<file path="src/rtl/pss_defines.vh">
// Field positions, widths and reset values of the synthesizer core.
`ifndef PSS_DEFINES_VH
`define PSS_DEFINES_VH

`define PSS_SHIFT_W        18
`define PSS_WORD_W         17
`define PSS_SEL_BIT        0
`define PSS_SEL_REFERENCE  1'h1
`define PSS_SEL_FEEDBACK   1'h0

`define PSS_REF_VAL_MSB    9
`define PSS_REF_VAL_LSB    0
`define PSS_PUMP_FLOAT_BIT 10
`define PSS_POLARITY_BIT   11
`define PSS_RESERVED_BIT   12
`define PSS_TEST_BIT       13

`define PSS_MAIN_MSB       16
`define PSS_MAIN_LSB       7
`define PSS_SWALLOW_MSB    6
`define PSS_SWALLOW_LSB    2
`define PSS_CTRL_MSB       1
`define PSS_CTRL_LSB       0
`define PSS_SLEEP_BIT      1

`define PSS_REF_WORD_RST   17'h00402
`define PSS_FB_WORD_RST    17'h00000

`define PSS_PRESCALE_LOW   6'h20
`define PSS_PRESCALE_HIGH  6'h21

`endif

</file>
<file path="src/rtl/pss_core.v">
// Digital core of an integer-N synthesizer with its serial programming port.
`timescale 1ns/100ps
`default_nettype none
`include "pss_defines.vh"

// Functional notes
// - Reference divider, 10 bits, ratio 2 to 1023.
// - Reference divider clocked from reference input.
// - Feedback divider: 5-bit swallow, 10-bit main.
// - Dual-modulus 32/33 prescaler clocks counter chain.
// - Detector compares both dividers, drives pump.
// - Polarity bit picks pump direction for lag.
// - Pump drives high, low, or floats.
// - Test mode with float bit set presents divider output on pump.
// - Serial bits MSB first on clock rise.
// - Last bit one selects reference, zero feedback.
// - Strobe rise copies data to selected latch.
// - Data field bits 17..1, select bit 0.
// - Feedback word: main, swallow, control pair.
// - Chip enable low floats pump immediately.
// - Sleep bit stops dividers, unbiases inputs.
// - Any power-down floats pump and detector.
// - Power-down resets counters, restart aligned together.
// - Serial loading works in every power-down.
// - Reference word: value, float, polarity, reserved, test.
// - Float bit set forces pump to float unless test bit also set.
// - Test mode: polarity selects reference or feedback.
module pss_core (
  input  wire core_clk_in,
  input  wire rst_in,
  input  wire serial_clk_in,
  input  wire serial_data_in,
  input  wire latch_strobe_in,
  input  wire chip_enable_in,
  input  wire reference_input_in,
  input  wire rf_input_in,
  output wire pump_output_out,
  output wire pump_output_oe_out,
  output wire reference_input_bias_out,
  output wire rf_input_bias_out
);

  // Returns the next value of a divide-by-lim counter; zero at terminal.
  // A limit of zero or one is not trapped: one wraps on every edge and zero
  // runs through all 1024 states, so the host must keep to the legal ranges.
  function [9:0] pss_next_count;
    input [9:0] cnt;
    input [9:0] lim;
    begin
      if (cnt >= lim - 10'h001) begin
        pss_next_count = 10'h000;
      end else begin
        pss_next_count = cnt + 10'h001;
      end
    end
  endfunction

  // Two-stage synchronisers for every pin input, plus a third stage for edges.
  // Every pin is sampled by the core clock, so each level of the reference and
  // rf inputs must last more than one core clock or edges are lost. This trades
  // input frequency range for a design with a single clock domain.
  reg  [5:0]  sync1_ff;
  reg  [5:0]  sync2_ff;
  reg  [5:0]  sync3_ff;
  wire        sclk_rise;
  wire        strobe_rise;
  wire        ref_rise;
  wire        rf_rise;
  wire        sdata_s;
  wire        ce_s;

  always @(posedge core_clk_in) begin
    if (rst_in) begin
      sync1_ff <= 6'h00;
      sync2_ff <= 6'h00;
      sync3_ff <= 6'h00;
    end else begin
      sync1_ff <= {rf_input_in, reference_input_in, chip_enable_in,
                   latch_strobe_in, serial_data_in, serial_clk_in};
      sync2_ff <= sync1_ff;
      sync3_ff <= sync2_ff;
    end
  end

  assign sclk_rise   = sync2_ff[0] & ~sync3_ff[0];
  // Data is taken one stage late so it still shows the value set up before the edge.
  assign sdata_s     = sync3_ff[1];
  assign strobe_rise = sync2_ff[2] & ~sync3_ff[2];
  assign ce_s        = sync2_ff[3];
  assign ref_rise    = sync2_ff[4] & ~sync3_ff[4];
  assign rf_rise     = sync2_ff[5] & ~sync3_ff[5];

  // Serial shift register and the two latches; never gated by power-down.
  // Bits enter at the bottom, so the first bit sent ends in the top place.
  // A strobe seen in the same cycle as a clock rise latches the word as it
  // stood before that bit, so the host must keep the two apart.
  reg  [17:0] shift_ff;
  reg  [16:0] reference_divider_word_ff;
  reg  [16:0] feedback_divider_word_ff;

  always @(posedge core_clk_in) begin
    if (rst_in) begin
      shift_ff                  <= 18'h00000;
      reference_divider_word_ff <= `PSS_REF_WORD_RST;
      feedback_divider_word_ff  <= `PSS_FB_WORD_RST;
    end else begin
      if (sclk_rise) begin
        shift_ff <= {shift_ff[16:0], sdata_s};
      end
      if (strobe_rise) begin
        if (shift_ff[`PSS_SEL_BIT] == `PSS_SEL_REFERENCE) begin
          reference_divider_word_ff <= shift_ff[17:1];
        end else begin
          feedback_divider_word_ff <= shift_ff[17:1];
        end
      end
    end
  end

  // Decoded latch fields.
  // The reserved bit and the low control bit are stored but have no effect.
  wire [9:0]  reference_divide_value;
  wire        pump_float;
  wire        detector_polarity;
  wire        test_mode;
  wire [9:0]  main_count;
  wire [4:0]  swallow_count;
  wire [1:0]  control_pair;
  wire        sleep_bit;

  assign reference_divide_value =
    reference_divider_word_ff[`PSS_REF_VAL_MSB:`PSS_REF_VAL_LSB];
  assign pump_float        = reference_divider_word_ff[`PSS_PUMP_FLOAT_BIT];
  assign detector_polarity = reference_divider_word_ff[`PSS_POLARITY_BIT];
  assign test_mode         = reference_divider_word_ff[`PSS_TEST_BIT];
  assign main_count    = feedback_divider_word_ff[`PSS_MAIN_MSB:`PSS_MAIN_LSB];
  assign swallow_count = feedback_divider_word_ff[`PSS_SWALLOW_MSB:`PSS_SWALLOW_LSB];
  assign control_pair  = feedback_divider_word_ff[`PSS_CTRL_MSB:`PSS_CTRL_LSB];
  // The sleep bit is the upper bit of the control pair.
  assign sleep_bit     = control_pair[`PSS_SLEEP_BIT];

  // Synchronised power-down: either the pin or the sleep bit.
  // The raw pin also gates the outputs at the end of this module, so that the
  // float on a low chip enable does not wait for the synchroniser.
  wire power_down;
  assign power_down = ~ce_s | sleep_bit;

  // Reference divider, advanced by each sampled reference edge.
  // The terminal pulse lasts one core clock and comes once per programmed
  // number of reference edges.
  reg  [9:0]  ref_cnt_ff;
  reg         ref_tc_ff;

  always @(posedge core_clk_in) begin
    if (rst_in || power_down) begin
      ref_cnt_ff <= 10'h000;
      ref_tc_ff  <= 1'b0;
    end else if (ref_rise) begin
      ref_cnt_ff <= pss_next_count(ref_cnt_ff, reference_divide_value);
      ref_tc_ff  <= (pss_next_count(ref_cnt_ff, reference_divide_value) == 10'h000);
    end else begin
      ref_tc_ff  <= 1'b0;
    end
  end

  // Dual-modulus prescaler, 33 while the swallow counter is still running.
  // The swallow counter stops at the swallow count, so the first prescaler
  // cycles of each main period divide by 33 and the rest by 32. It restarts
  // with the main counter so that every feedback period begins alike.
  reg  [5:0]  pre_cnt_ff;
  reg  [4:0]  sw_cnt_ff;
  reg  [9:0]  main_cnt_ff;
  reg         fb_tc_ff;
  wire        swallow_active;
  wire [5:0]  modulus;
  wire        pre_tc;

  assign swallow_active = (sw_cnt_ff < swallow_count);
  assign modulus        = swallow_active ? `PSS_PRESCALE_HIGH : `PSS_PRESCALE_LOW;
  assign pre_tc         = rf_rise && (pre_cnt_ff == modulus - 6'h01);

  always @(posedge core_clk_in) begin
    if (rst_in || power_down) begin
      pre_cnt_ff  <= 6'h00;
      sw_cnt_ff   <= 5'h00;
      main_cnt_ff <= 10'h000;
      fb_tc_ff    <= 1'b0;
    end else begin
      fb_tc_ff <= 1'b0;
      if (rf_rise) begin
        pre_cnt_ff <= pre_tc ? 6'h00 : pre_cnt_ff + 6'h01;
      end
      if (pre_tc) begin
        main_cnt_ff <= pss_next_count(main_cnt_ff, main_count);
        if (pss_next_count(main_cnt_ff, main_count) == 10'h000) begin
          sw_cnt_ff <= 5'h00;
          fb_tc_ff  <= 1'b1;
        end else if (swallow_active) begin
          sw_cnt_ff <= sw_cnt_ff + 5'h01;
        end
      end
    end
  end

  // Phase/frequency detector: first pulse sets its flag, the second clears both.
  // A pulse that arrives in the clearing cycle counts as the matching edge.
  // The float bit idles the detector as well, so no stale flag can drive the
  // pump in the first cycle after the float bit is cleared.
  // Test mode reads the divider halves, not these flags, so it is unaffected.
  reg         ref_lead_ff;
  reg         fb_lead_ff;

  always @(posedge core_clk_in) begin
    if (rst_in || power_down || pump_float) begin
      ref_lead_ff <= 1'b0;
      fb_lead_ff  <= 1'b0;
    end else begin
      if ((ref_tc_ff | ref_lead_ff) & (fb_tc_ff | fb_lead_ff)) begin
        ref_lead_ff <= 1'b0;
        fb_lead_ff  <= 1'b0;
      end else begin
        ref_lead_ff <= ref_lead_ff | ref_tc_ff;
        fb_lead_ff  <= fb_lead_ff | fb_tc_ff;
      end
    end
  end

  // Divider halves for test observation; a square wave survives the pin better than pulses.
  reg         ref_half_ff;
  reg         fb_half_ff;

  always @(posedge core_clk_in) begin
    if (rst_in || power_down) begin
      ref_half_ff <= 1'b0;
      fb_half_ff  <= 1'b0;
    end else begin
      ref_half_ff <= ref_half_ff ^ ref_tc_ff;
      fb_half_ff  <= fb_half_ff ^ fb_tc_ff;
    end
  end

  // Pump level and enable.
  // Both are registered so that the pin never glitches while the flags and
  // the float bit settle within one cycle.
  wire pump_up;
  wire pump_dn;
  wire test_active;
  reg  nxt_pump_level;
  reg  nxt_pump_oe;
  reg  pump_level_ff;
  reg  pump_oe_ff;
  reg  bias_on_ff;

  // A lagging feedback means the reference flag is up.
  assign pump_up     = detector_polarity ? ref_lead_ff : fb_lead_ff;
  assign pump_dn     = detector_polarity ? fb_lead_ff : ref_lead_ff;
  // Test output is only honoured with the float bit also set.
  // Without the float bit the test bit is ignored and the pump runs normally.
  assign test_active = test_mode & pump_float;

  always @* begin
    nxt_pump_level = 1'b0;
    nxt_pump_oe    = 1'b0;
    // Power-down outranks test mode, and test mode outranks the float bit.
    if (power_down) begin
      nxt_pump_oe = 1'b0;
    end else if (test_active) begin
      nxt_pump_oe    = 1'b1;
      nxt_pump_level = detector_polarity ? fb_half_ff : ref_half_ff;
    end else if (pump_float) begin
      nxt_pump_oe = 1'b0;
    end else if (pump_up != pump_dn) begin
      nxt_pump_oe    = 1'b1;
      nxt_pump_level = pump_up;
    end
  end

  // The bias outputs follow the power state one clock late, which keeps them
  // in step with the pump enable register.
  always @(posedge core_clk_in) begin
    if (rst_in) begin
      pump_level_ff <= 1'b0;
      pump_oe_ff    <= 1'b0;
      bias_on_ff    <= 1'b0;
    end else begin
      pump_level_ff <= nxt_pump_level;
      pump_oe_ff    <= nxt_pump_oe;
      bias_on_ff    <= ~power_down;
    end
  end

  // The raw pin gates the drivers so that a low chip enable acts without a clock.
  // The level is gated too, so that a floating pin never shows a stale high.
  assign pump_output_out          = pump_level_ff & chip_enable_in;
  assign pump_output_oe_out       = pump_oe_ff & chip_enable_in;
  assign reference_input_bias_out = bias_on_ff & chip_enable_in;
  assign rf_input_bias_out        = bias_on_ff & chip_enable_in;

endmodule // pss_core

`default_nettype wire

</file>
<file path="config.mk">
export PLATFORM = sky130hd
export DESIGN_NAME = pss_core
export DESIGN_NICKNAME = d
export VERILOG_FILES = /design/src/rtl/pss_core.v
export VERILOG_INCLUDE_DIRS = /design/src /design/src/rtl
export SDC_FILE = /design/constraint.sdc
export NUM_CORES = 1
export LEC_CHECK = 0
export BUFFER_PORTS_ARGS = -buffer_cell sky130_fd_sc_hd__buf_4
export CORE_MARGIN = 2
export CORE_UTILIZATION = 64
export CTS_BUF_LIST = sky130_fd_sc_hd__clkbuf_4
export DETAILED_ROUTE_END_ITERATION = 12
export PLACE_DENSITY_LB_ADDON = 0.3
export SLEW_MARGIN = 20
export SYNTH_ARGS = -nofsm -noshare
export SYNTH_HDL_FRONTEND = slang
export SYNTH_SLANG_ARGS = --single-unit
export TNS_END_PERCENT = 50
</file>
<file path="constraint.sdc">
create_clock -name core_clk_in -period 3.8 [get_ports core_clk_in]
set_input_delay 0.57 -clock core_clk_in [delete_from_list [all_inputs] [get_ports core_clk_in]]
set_output_delay 0.57 -clock core_clk_in [all_outputs]
set_load 0.02 [all_outputs]
</file>
-- Word-level counts from Yosys, hierarchy flattened
Index checks and enable logic that the tools add are counted.
- input bits: 8
- register bits: 107
- output and inout bits: 4
- logic and storage cells: 87
- add/subtract/negate cells: 7
- multiplexer cells: 20
- bitwise operators: 23
- order comparisons: 3
- equal/unequal tests: 2
- reductions and logical operators: 13
- operators by type and width (cell ; count):
    $mux W10 ; 6
    $add A10 B1 Y10 const B ; 2
    $ge A10 B10 Y1 ; 2
    $logic_not A10 Y1 ; 2
    $sub A10 B1 Y10 const B ; 2
    $mux W1 ; 11
    $mux W5 ; 2
    $and A1 B1 Y1 ; 9
    $not A1 Y1 ; 9
    $reduce_or A2 Y1 ; 4
    $add A6 B1 Y6 const B ; 1
    $eq A6 B6 Y1 ; 1
    $mux W6 ; 1
    $reduce_and A2 Y1 ; 3
    $sub A6 B1 Y6 const B ; 1
    $add A5 B1 Y5 const B ; 1
    $lt A5 B5 Y1 ; 1
    $or A1 B1 Y1 ; 3
    $logic_or A1 B1 Y1 ; 2
    $reduce_bool A2 Y1 ; 1
    $xor A1 B1 Y1 ; 2
    $logic_and A1 B1 Y1 ; 1
    $ne A1 B1 Y1 ; 1

-- Longest topological paths before layout
Gate-level depths: netlist (run 1).
- depth after elaboration: 10
- mapped depth: 13
- gate-level depth less buffers: 12

-- Worst setup path before layout (run 1)
Ideal clock, no wire load.
- path kind: reg-to-reg
- from: reg reference_divider_word_ff[2]
- to: reg ref_cnt_ff[7]
- clock period less this slack: 2919 ps
- required time: 3704 ps
- setup slack: 881 ps
- path buffers: 0
- cell stages (with the launch flop): 12
- arrival: 2823 ps
- setup time: 96 ps
- cell sequence: dfxtp_1 nor4_1 nand2b_1 or3_1 xor2_1 ha_1 a21o_1 a21o_1 or3_4 a211oi_4 nor2_2 o41ai_2
- longest elaborated chain between the ends: 3
- ends and longest elaborated chain (what ; RTL line ; source):
    from (decl) ; pss_core.v:98 ; reg [16:0] reference_divider_word_ff;
    from (signal assigned) ; pss_core.v:104 ; reference_divider_word_ff <= `PSS_REF_WORD_RST;
    from (signal assigned) ; pss_core.v:112 ; reference_divider_word_ff <= shift_ff[17:1];
    $sub A10 B1 Y10 ; pss_core.v:50 ; if (cnt >= lim - 10'h001) begin
    $ge A10 B10 Y1 ; pss_core.v:50 ;
    $mux W10 ; pss_core.v:50 ;
    to (signal assigned) ; pss_core.v:159 ; ref_cnt_ff <= pss_next_count(ref_cnt_ff, reference_divide_value);
    to (decl) ; pss_core.v:151 ; reg [9:0] ref_cnt_ff;
No other way between the ends.
A chain may end at the register's enable or synchronous reset.

-- Final worst setup path (run 1)
Same ends and word-level chain as after synthesis.

==> results of run 1 <==
cells in the mapped netlist, types with 3 or more instances:
master      n
inv_1      19
buf_1       3
nand4_1    10
o22ai_1     4
or3_1      10
dfxtp_1   104
a21oi_1    70
nor4b_1     3
o31ai_1     3
nand2b_1    7
and3_1      6
nand3_1    21
nor2b_1    22
nor3b_1     5
nand4b_1    4
a32oi_1     4
nor2_1     36
xor2_1     11
and2_1      7
clkbuf_1   20
o21ai_0    23
o211ai_1    6
ha_1       30
nand2_1   119
xnor2_1    13
a211oi_1   12
nor3_1     14
a21o_1      7
nor4_1      4
nand3b_1    5
cell families (layout without fill, tap and decap cells):
group,Yosys count,count (layout),share of synthesized area [%]
and+or+nand+nor,285,285,26.7
AOI/OAI and AO/OA,151,151,17.9
DFF,104,104,39.3
buffers and inverters,50,51,4.18
adders and majority gates,30,30,7.09
xor gates and xnor gates,24,24,3.97
muxes,4,4,0.874
registers in the layout, summed over array words and instances (netlist names), 5 cells and up:
register                   count
reference_divider_word_ff     13
sw_cnt_ff                      5
main_cnt_ff                   10
ref_cnt_ff                    10
sync2_ff                       6
feedback_divider_word_ff      16
sync3_ff                       5
pre_cnt_ff                     6
shift_ff                      18
sync1_ff                       6
cell type report:
type	count	area, um^2	area share, %
Timing Repair Buffer	16	120	2.17
Multi-Input combinational cell	494	3000	54.1
Clock buffer	9	67.6	1.22
Clock inverter	7	75.1	1.35
Sequential cell	104	2080	37.6
Inverter	19	71.3	1.29
Tap cell	105	131	2.37
worst min path at each step:
stage                      startpoint                      to  slack (ns)
6_report               serial_data_in  sync1_ff[1]$_SDFF_PP0_        0.31
5_1_grt                 serial_clk_in  sync1_ff[0]$_SDFF_PP0_        0.28
4_1_cts                serial_data_in  sync1_ff[1]$_SDFF_PP0_        0.29
3_5_place_dp   sync1_ff[1]$_SDFF_PP0_  sync2_ff[1]$_SDFF_PP0_        0.43
3_3_place_gp   sync1_ff[4]$_SDFF_PP0_  sync2_ff[4]$_SDFF_PP0_        0.42
2_1_floorplan  sync1_ff[0]$_SDFF_PP0_  sync2_ff[0]$_SDFF_PP0_        0.41
where the power goes:
part	switching (mW)	internal (mW)	total, mW
Combinational	0.0340	0.0176	0.0516
Clock	0.399	0.155	0.555
Sequential	0.00362	1.10	1.10
Total	0.437	1.27	1.71
per-stage QoR:
stage | area [um^2] | setup WS (ns) | power [mW] | hold WS (ns)
after global placement | 5400 | 0.722 | 1.18 | 0.417
after CTS | 5540 | 0.557 | 1.72 | 0.294
after detailed placement | 5400 | 0.598 | 1.18 | 0.426
after floorplan | 5300 | 0.881 | 1.16 | 0.414
after global routing | 5540 | 0.326 | 1.76 | 0.279
final | 5540 | 0.542 | 1.71 | 0.308
metal layers:
metal	vias to the layer above	GRT usage, %	wire length (um)
met5	-	0	0
met4	0	9.42	184
met3	22	4.71	702
met2	162	43.0	5310
met1	2121	33.5	4830
li1	2277	-	-
==> summary.txt, run 1 <==
Outcome
  – Status: finished, final reports clean

Setup path
  – Crit path max-delay family: simple AND/OR/NAND/NOR gates
  – CP Data Required Time: around 4.2 ns
  – Crit path launch type: flop
  – Critical path type: flop to flop
  – CP Max Fanout: 10
  – Crit path capture type: flop
  – Flop2flop setup slack: around 0.54 ns
  – Critical Path Most Common Cell: a21o_1
  – Reg-to-reg endpoint: ref_cnt_ff[7]$_SDFFE_PP0P_
  – Worst EP arrival: around 3.6 ns
  – Critical Path Stages: 11
  – Worst Setup EP: ref_cnt_ff[7]$_SDFFE_PP0P_
  – CP Launch Point: reference_divider_word_ff[2]$_SDFFE_PP0P_
  – Buf/Inv on CP: 0
  – CP cell instances: nor4_1 -> nand2b_1 -> or3_1 -> xor2_1 -> ha_1 -> a21o_1 -> a21o_1 -> or3_4 -> a211oi_4 -> nor2_2 -> o41ai_2
  – R2R depth: 11
  – Largest stage delay on the critical path: ~0.39 ns
  – Slowest CP cell: nor4_1
  – R2R Path Start: reference_divider_word_ff[2]$_SDFFE_PP0P_

Logic synthesis
  – Largest area contributor in the netlist: dfxtp_1
  – Register area share after synthesis: about 39%
  – Synth top area share: 39.3%
  – Syn Std Cell Area: 0.00530 mm^2
  – Asr flop ratio synth: 0%
  – EDFF count, synth: 0
  – Synth warnings: 0
  – Synth Net Count: between 600 and 700
  – Most common flop cell mapped by yosys: dfxtp_1
  – Synth top area cells: dfxtp_1, nand2_1, ha_1, a21oi_1, nor2b_1
  – Post-synthesis cell count: around 650
  – Syn Area/Cell: just over 8 um^2
  – Yosys reg bits: 104
  – Count of cell types in the netlist: 66

Global routing
  – Vias in the first global route: about 4,000
  – Initial antenna violation count: 0
  – GR Overflow Total: 0
  – GRT Overall Usage: between 20% and 30%
  – Largest net degree at the start of global routing: 65
  – First-pass GRT wire length: approximately 19 mm

Clock network
  – H-tree Lvls: 3
  – CTS max path bufs: 2
  – Post-CTS sizing: 0
  – Setup bufs post-CTS: 0
  – CTS Root Cell: clkbuf_4
  – Hold buffers post-CTS: 0
  – CTS tree: done
  – Clock Sinks: between 100 and 150
  – Clock transition at the registers of the reported paths: approximately 0.17 ns
  – Clk_lat worst skew: approximately 0.45 ns
  – Inserted Clock Buffers: 9

Floorplanning
  – Initial core utilization: 65.1%
  – Core ar.: 0.00813 mm^2
  – Ports: 12
  – Die W: ~95 um
  – Die Ht: 95.0 um
  – Die area: 0.00902 mm^2
  – Row count: 33

Power
  – PD cells: 308 mW/mm^2
  – Peak supply drop: 0.282 mV
  – Leakage: ~2.0 nW

STA
  – Final Setup Violations: 0
  – Max-slew violations: 0
  – Tcrit/Tclk final: between 80% and 90%
  – Slew headroom: 51.5%
  – Final hold vios: 0
  – Setup TNS Final: 0 ns
  – Clk_skew: around 0.015 ns
  – Final min period: roughly 3.3 ns
  – Maximum clock rate: between 0.3 and 0.4 GHz
  – RSZ-0062 raised after global routing: no
  – Slew @ Worst Pin: around 0.72 ns

Layout
  – Syn-to-layout area delta: 4.65%
  – Post-layout util: between 60% and 70%
  – Final net count: approximately 680
  – Fraction of final layout cells sized beyond drive strength 1: 7.70%
  – Commonest non-fill, non-tap cells in the layout: nand2_1, dfxtp_1, a21oi_1
  – Final std cells w/o fill: approximately 750
  – N_diodes: 0
  – Most common cell after layout, fill and taps aside: nand2_1
  – Layout fillers: 682

Routing
  – Drt first pass iters: 6
  – Remaining antenna violation count after routing: 0
  – Final WL: 11.0 mm
  – Avg Vias per Cell: ~6.1
  – WL per Instance: roughly 15 um
  – DRC: 0
  – Via total after detailed routing: 4,582
  – First DRT Iteration DRCs: 251

Placed design
  – Port buffer count: 11
  – Placed Cells: about 740
  – Post-DP HPWL: a little under 8 mm
  – Final Wtd Congestion: between 0.8 and 0.9

Min path
  – Worst Hold Depth: 2
  – Hold Path Class: input port to flop

Job
  – Max Cap Viol: 0
(Power assumes the default switching activity.)
==> run 2: changes to the inputs <==
--- a/config.mk
+++ b/config.mk
@@ -11,6 +11,7 @@
 export CORE_UTILIZATION = 64
 export CTS_BUF_LIST = sky130_fd_sc_hd__clkbuf_4
 export DETAILED_ROUTE_END_ITERATION = 12
+export MAX_ROUTING_LAYER = met4
 export PLACE_DENSITY_LB_ADDON = 0.3
 export SLEW_MARGIN = 20
 export SYNTH_ARGS = -nofsm -noshare
==> run 2 against run 1 <==
  * Highest routed layer unchanged
  * Critical path depth is the same
  * Sequential power is essentially flat
  * Die area is the same
  * Clock-buffer cell count is the same
  * Clock power grew 7.4%
  * Largest power group unchanged
  * Sequential cell count is the same
==> summary.txt, run 2 (same netlist as run 1, synthesis figures left out) <==
Outcome
  – Status: finished, final reports clean

Placed design
  – Pre-CTS WS: 0.522 ns (-0.0761 ns)
  – Port buffer count: 11 (unchanged)
  – Post-DP HPWL: 7.73 mm (-1.7%)
  – Placed Cells: 737 (-0.14%)
  – Area after DPL: 0.00539 mm^2 (-0.14%)
  – Final Wtd Congestion: 0.903 (+3.0%)

Clock network
  – CTS Root Cell: clkbuf_4
  – Clock Sinks: 104 (unchanged)
  – H-tree Lvls: 3 (unchanged)
  – CTS tree: done
  – Post-CTS sizing: 0 (unchanged)
  – Clk_lat worst skew: 0.46 ns (about the same)
  – Inserted Clock Buffers: 9 (unchanged)
  – Setup bufs post-CTS: 0 (unchanged)
  – Hold buffers post-CTS: 0 (unchanged)
  – Clock transition at the registers of the reported paths: 0.19 ns (+0.02 ns)
  – CTS max path bufs: 2 (unchanged)

Floorplanning
  – Core ar.: 0.00813 mm^2 (unchanged)
  – Initial core utilization: 65.1% (unchanged)
  – Die W: 95.0 um (unchanged)
  – Ports: 12 (unchanged)
  – Row count: 33 (unchanged)
  – Die Ht: 95.0 um (unchanged)
  – Die area: 0.00902 mm^2 (unchanged)

STA
  – Clk_skew: 0.0196 ns (+0.00437 ns)
  – Maximum clock rate: 0.301 GHz (-1.9%)
  – Final hold vios: 0 (unchanged)
  – Setup TNS Final: 0 ns (unchanged)
  – RSZ-0062 raised after global routing: no
  – Max-slew violations: 0 (unchanged)
  – Final min period: 3.32 ns (+0.0620 ns)
  – Worst setup margin: 0.480 ns (-0.0620 ns)
  – Tcrit/Tclk final: 87.4% (+1.6 points)
  – Slew @ Worst Pin: 0.844 ns (+0.119 ns)
  – Final Setup Violations: 0 (unchanged)
  – Slew headroom: 43.7% (-7.8 points)

Power
  – Int Pwr: 1.29 mW (+1.1%)
  – PD cells: 315 mW/mm^2 (+2.2%)
  – Peak supply drop: 0.288 mV (+2.2%)
  – Power share of the clock group: 34.0% (+1.5 points)
  – Sequential Power Share: 63.0% (-1.5 points)
  – Leakage: 2.03 nW (-0.11%)
  – Combinational Power Share: 2.9% (about the same)
  – Total power: 1.75 mW (+2.4%)
  – NetSw: 464 uW (+6.3%)
  – Net Sw Frac: 26.5% (+0.97 points)

Min path
  – Worst Hold Depth: 2 (unchanged)
  – Hold Path Class: input port to flop

Setup path
  – Worst EP arrival: 3.70 ns (+0.07 ns)
  – Crit path capture type: flop
  – CP Data Required Time: 4.18 ns (about the same)
  – CP Max Fanout: 10 (unchanged)
  – R2R depth: 11 (unchanged)
  – Crit path launch type: flop
  – Critical path type: flop to flop

Layout
  – Biggest regs: shift_ff (18), feedback_divider_word_ff (16), reference_divider_word_ff (13)
  – Most common cell after layout, fill and taps aside: nand2_1
  – Fraction of final layout cells sized beyond drive strength 1: 7.56% (-0.14 points)
  – Final net count: 681 (-0.15%)
  – Biggest register: shift_ff
  – Design Area, Final: 0.00556 mm^2 (+0.23%)
  – N_diodes: 0 (unchanged)
  – Syn-to-layout area delta: 4.89%
  – Commonest non-fill, non-tap cells in the layout: nand2_1, dfxtp_1, a21oi_1
  – Max reg flops: 18 (unchanged)
  – Final std cells w/o fill: 753 (-0.13%)

Global routing
  – Largest net degree at the start of global routing: 65 (unchanged)
  – Vias in the first global route: 4,266 (+4.0%)
  – GR Overflow Total: 0 (unchanged)
  – GRT Overall Usage: 26.5% (+0.68 points)
  – First-pass GRT wire length: 18.8 mm (+1.0%)
  – Initial antenna violation count: 0 (unchanged)

Routing
  – Met3 Wirelength: 673 um (-4.1%)
  – WL per Instance: 14.4 um (-1.8%)
  – DRC: 0 (unchanged)
  – Metal2 WL: 5.19 mm (-2.3%)
  – Drt first pass iters: 5 (-1)
  – Remaining antenna violation count after routing: 0 (unchanged)
  – Max layer used: met4
  – Avg Vias per Cell: 6.03 (-0.70%)
  – Final WL: 10.8 mm (-1.9%)
  – First DRT Iteration DRCs: 286 (+14%)
  – Via total after detailed routing: 4,544 (-0.83%)
  – M1 WL: 4.81 mm (-0.41%)

Job
  – Max Cap Viol: 0 (unchanged)
[run 2: cell count changes in the layout (fill, tap and decap cells not counted)]
cell        before  now
buf_4           16   15
clkinv_2         1    0
clkinv_4         1    0
clkinv_8         2    3
clkinvlp_4       0    1
inv_12           0    1
inv_6            2    0
inv_8            1    2
[run 2: routing by layer]
metal  GRT usage (%)  vias to the layer above
met4            8.09                        0
met5               -                        -
met1            33.1                     2124
met2            42.8                      132
li1                -                     2273
met3            6.23                       15
[run 2: power groups by stage]
stage	Clock [mW]	Combinational, mW	Sequential [mW]
finish	0.596	0.0512	1.10
global route	0.656	0.0568	1.11
CTS	0.607	0.0513	1.10
detailed placement	0	0.0511	1.13
global placement	0	0.0501	1.13
floorplan	0	0.0387	1.12
[run 2: worst max-delay path, stage by stage, from the launching register on]
cell      delay (ns)
dfxtp_1         0.39
nor4_1          0.42
nand2b_1        0.13
or3_1           0.36
xor2_1          0.16
ha_1            0.29
a21o_1          0.19
a21o_1          0.26
or3_4           0.37
a211oi_4        0.27
nor2_2          0.12
o41ai_2         0.28
[run 2: through the flow]
| step | utilization (%) | hold WS (ns) |
|---|---|---|
| floorplan | - | 0.414 |
| global placement | 66.3 | 0.417 |
| detailed placement | 66.3 | 0.429 |
| CTS | 68.3 | 0.266 |
| global route | 68.3 | 0.260 |
| finish | 68.3 | 0.295 |
[run 2: path summary, 6_finish.rpt]
kind,from,endpoint,slack [ns]
worst max-delay path,reference_divider_word_ff[2]$_SDFFE_PP0P_,ref_cnt_ff[7]$_SDFFE_PP0P_,0.48
worst min-delay path,serial_data_in,sync1_ff[1]$_SDFF_PP0_,0.29
worst max register to register,reference_divider_word_ff[2]$_SDFFE_PP0P_,ref_cnt_ff[7]$_SDFFE_PP0P_,0.48
worst min register to register,sync2_ff[1]$_SDFF_PP0_,sync3_ff[1]$_SDFF_PP0_,0.46
[run 2: cell type report]
cell class	instances	area (um^2)
clock buffers	9	67.6
repair buffers	15	113
fillers	644	2580
well taps	105	131
clock inverters	7	95.1
inverters	19	71.3
multi-input cells	494	3000
flip-flops and latches	104	2080
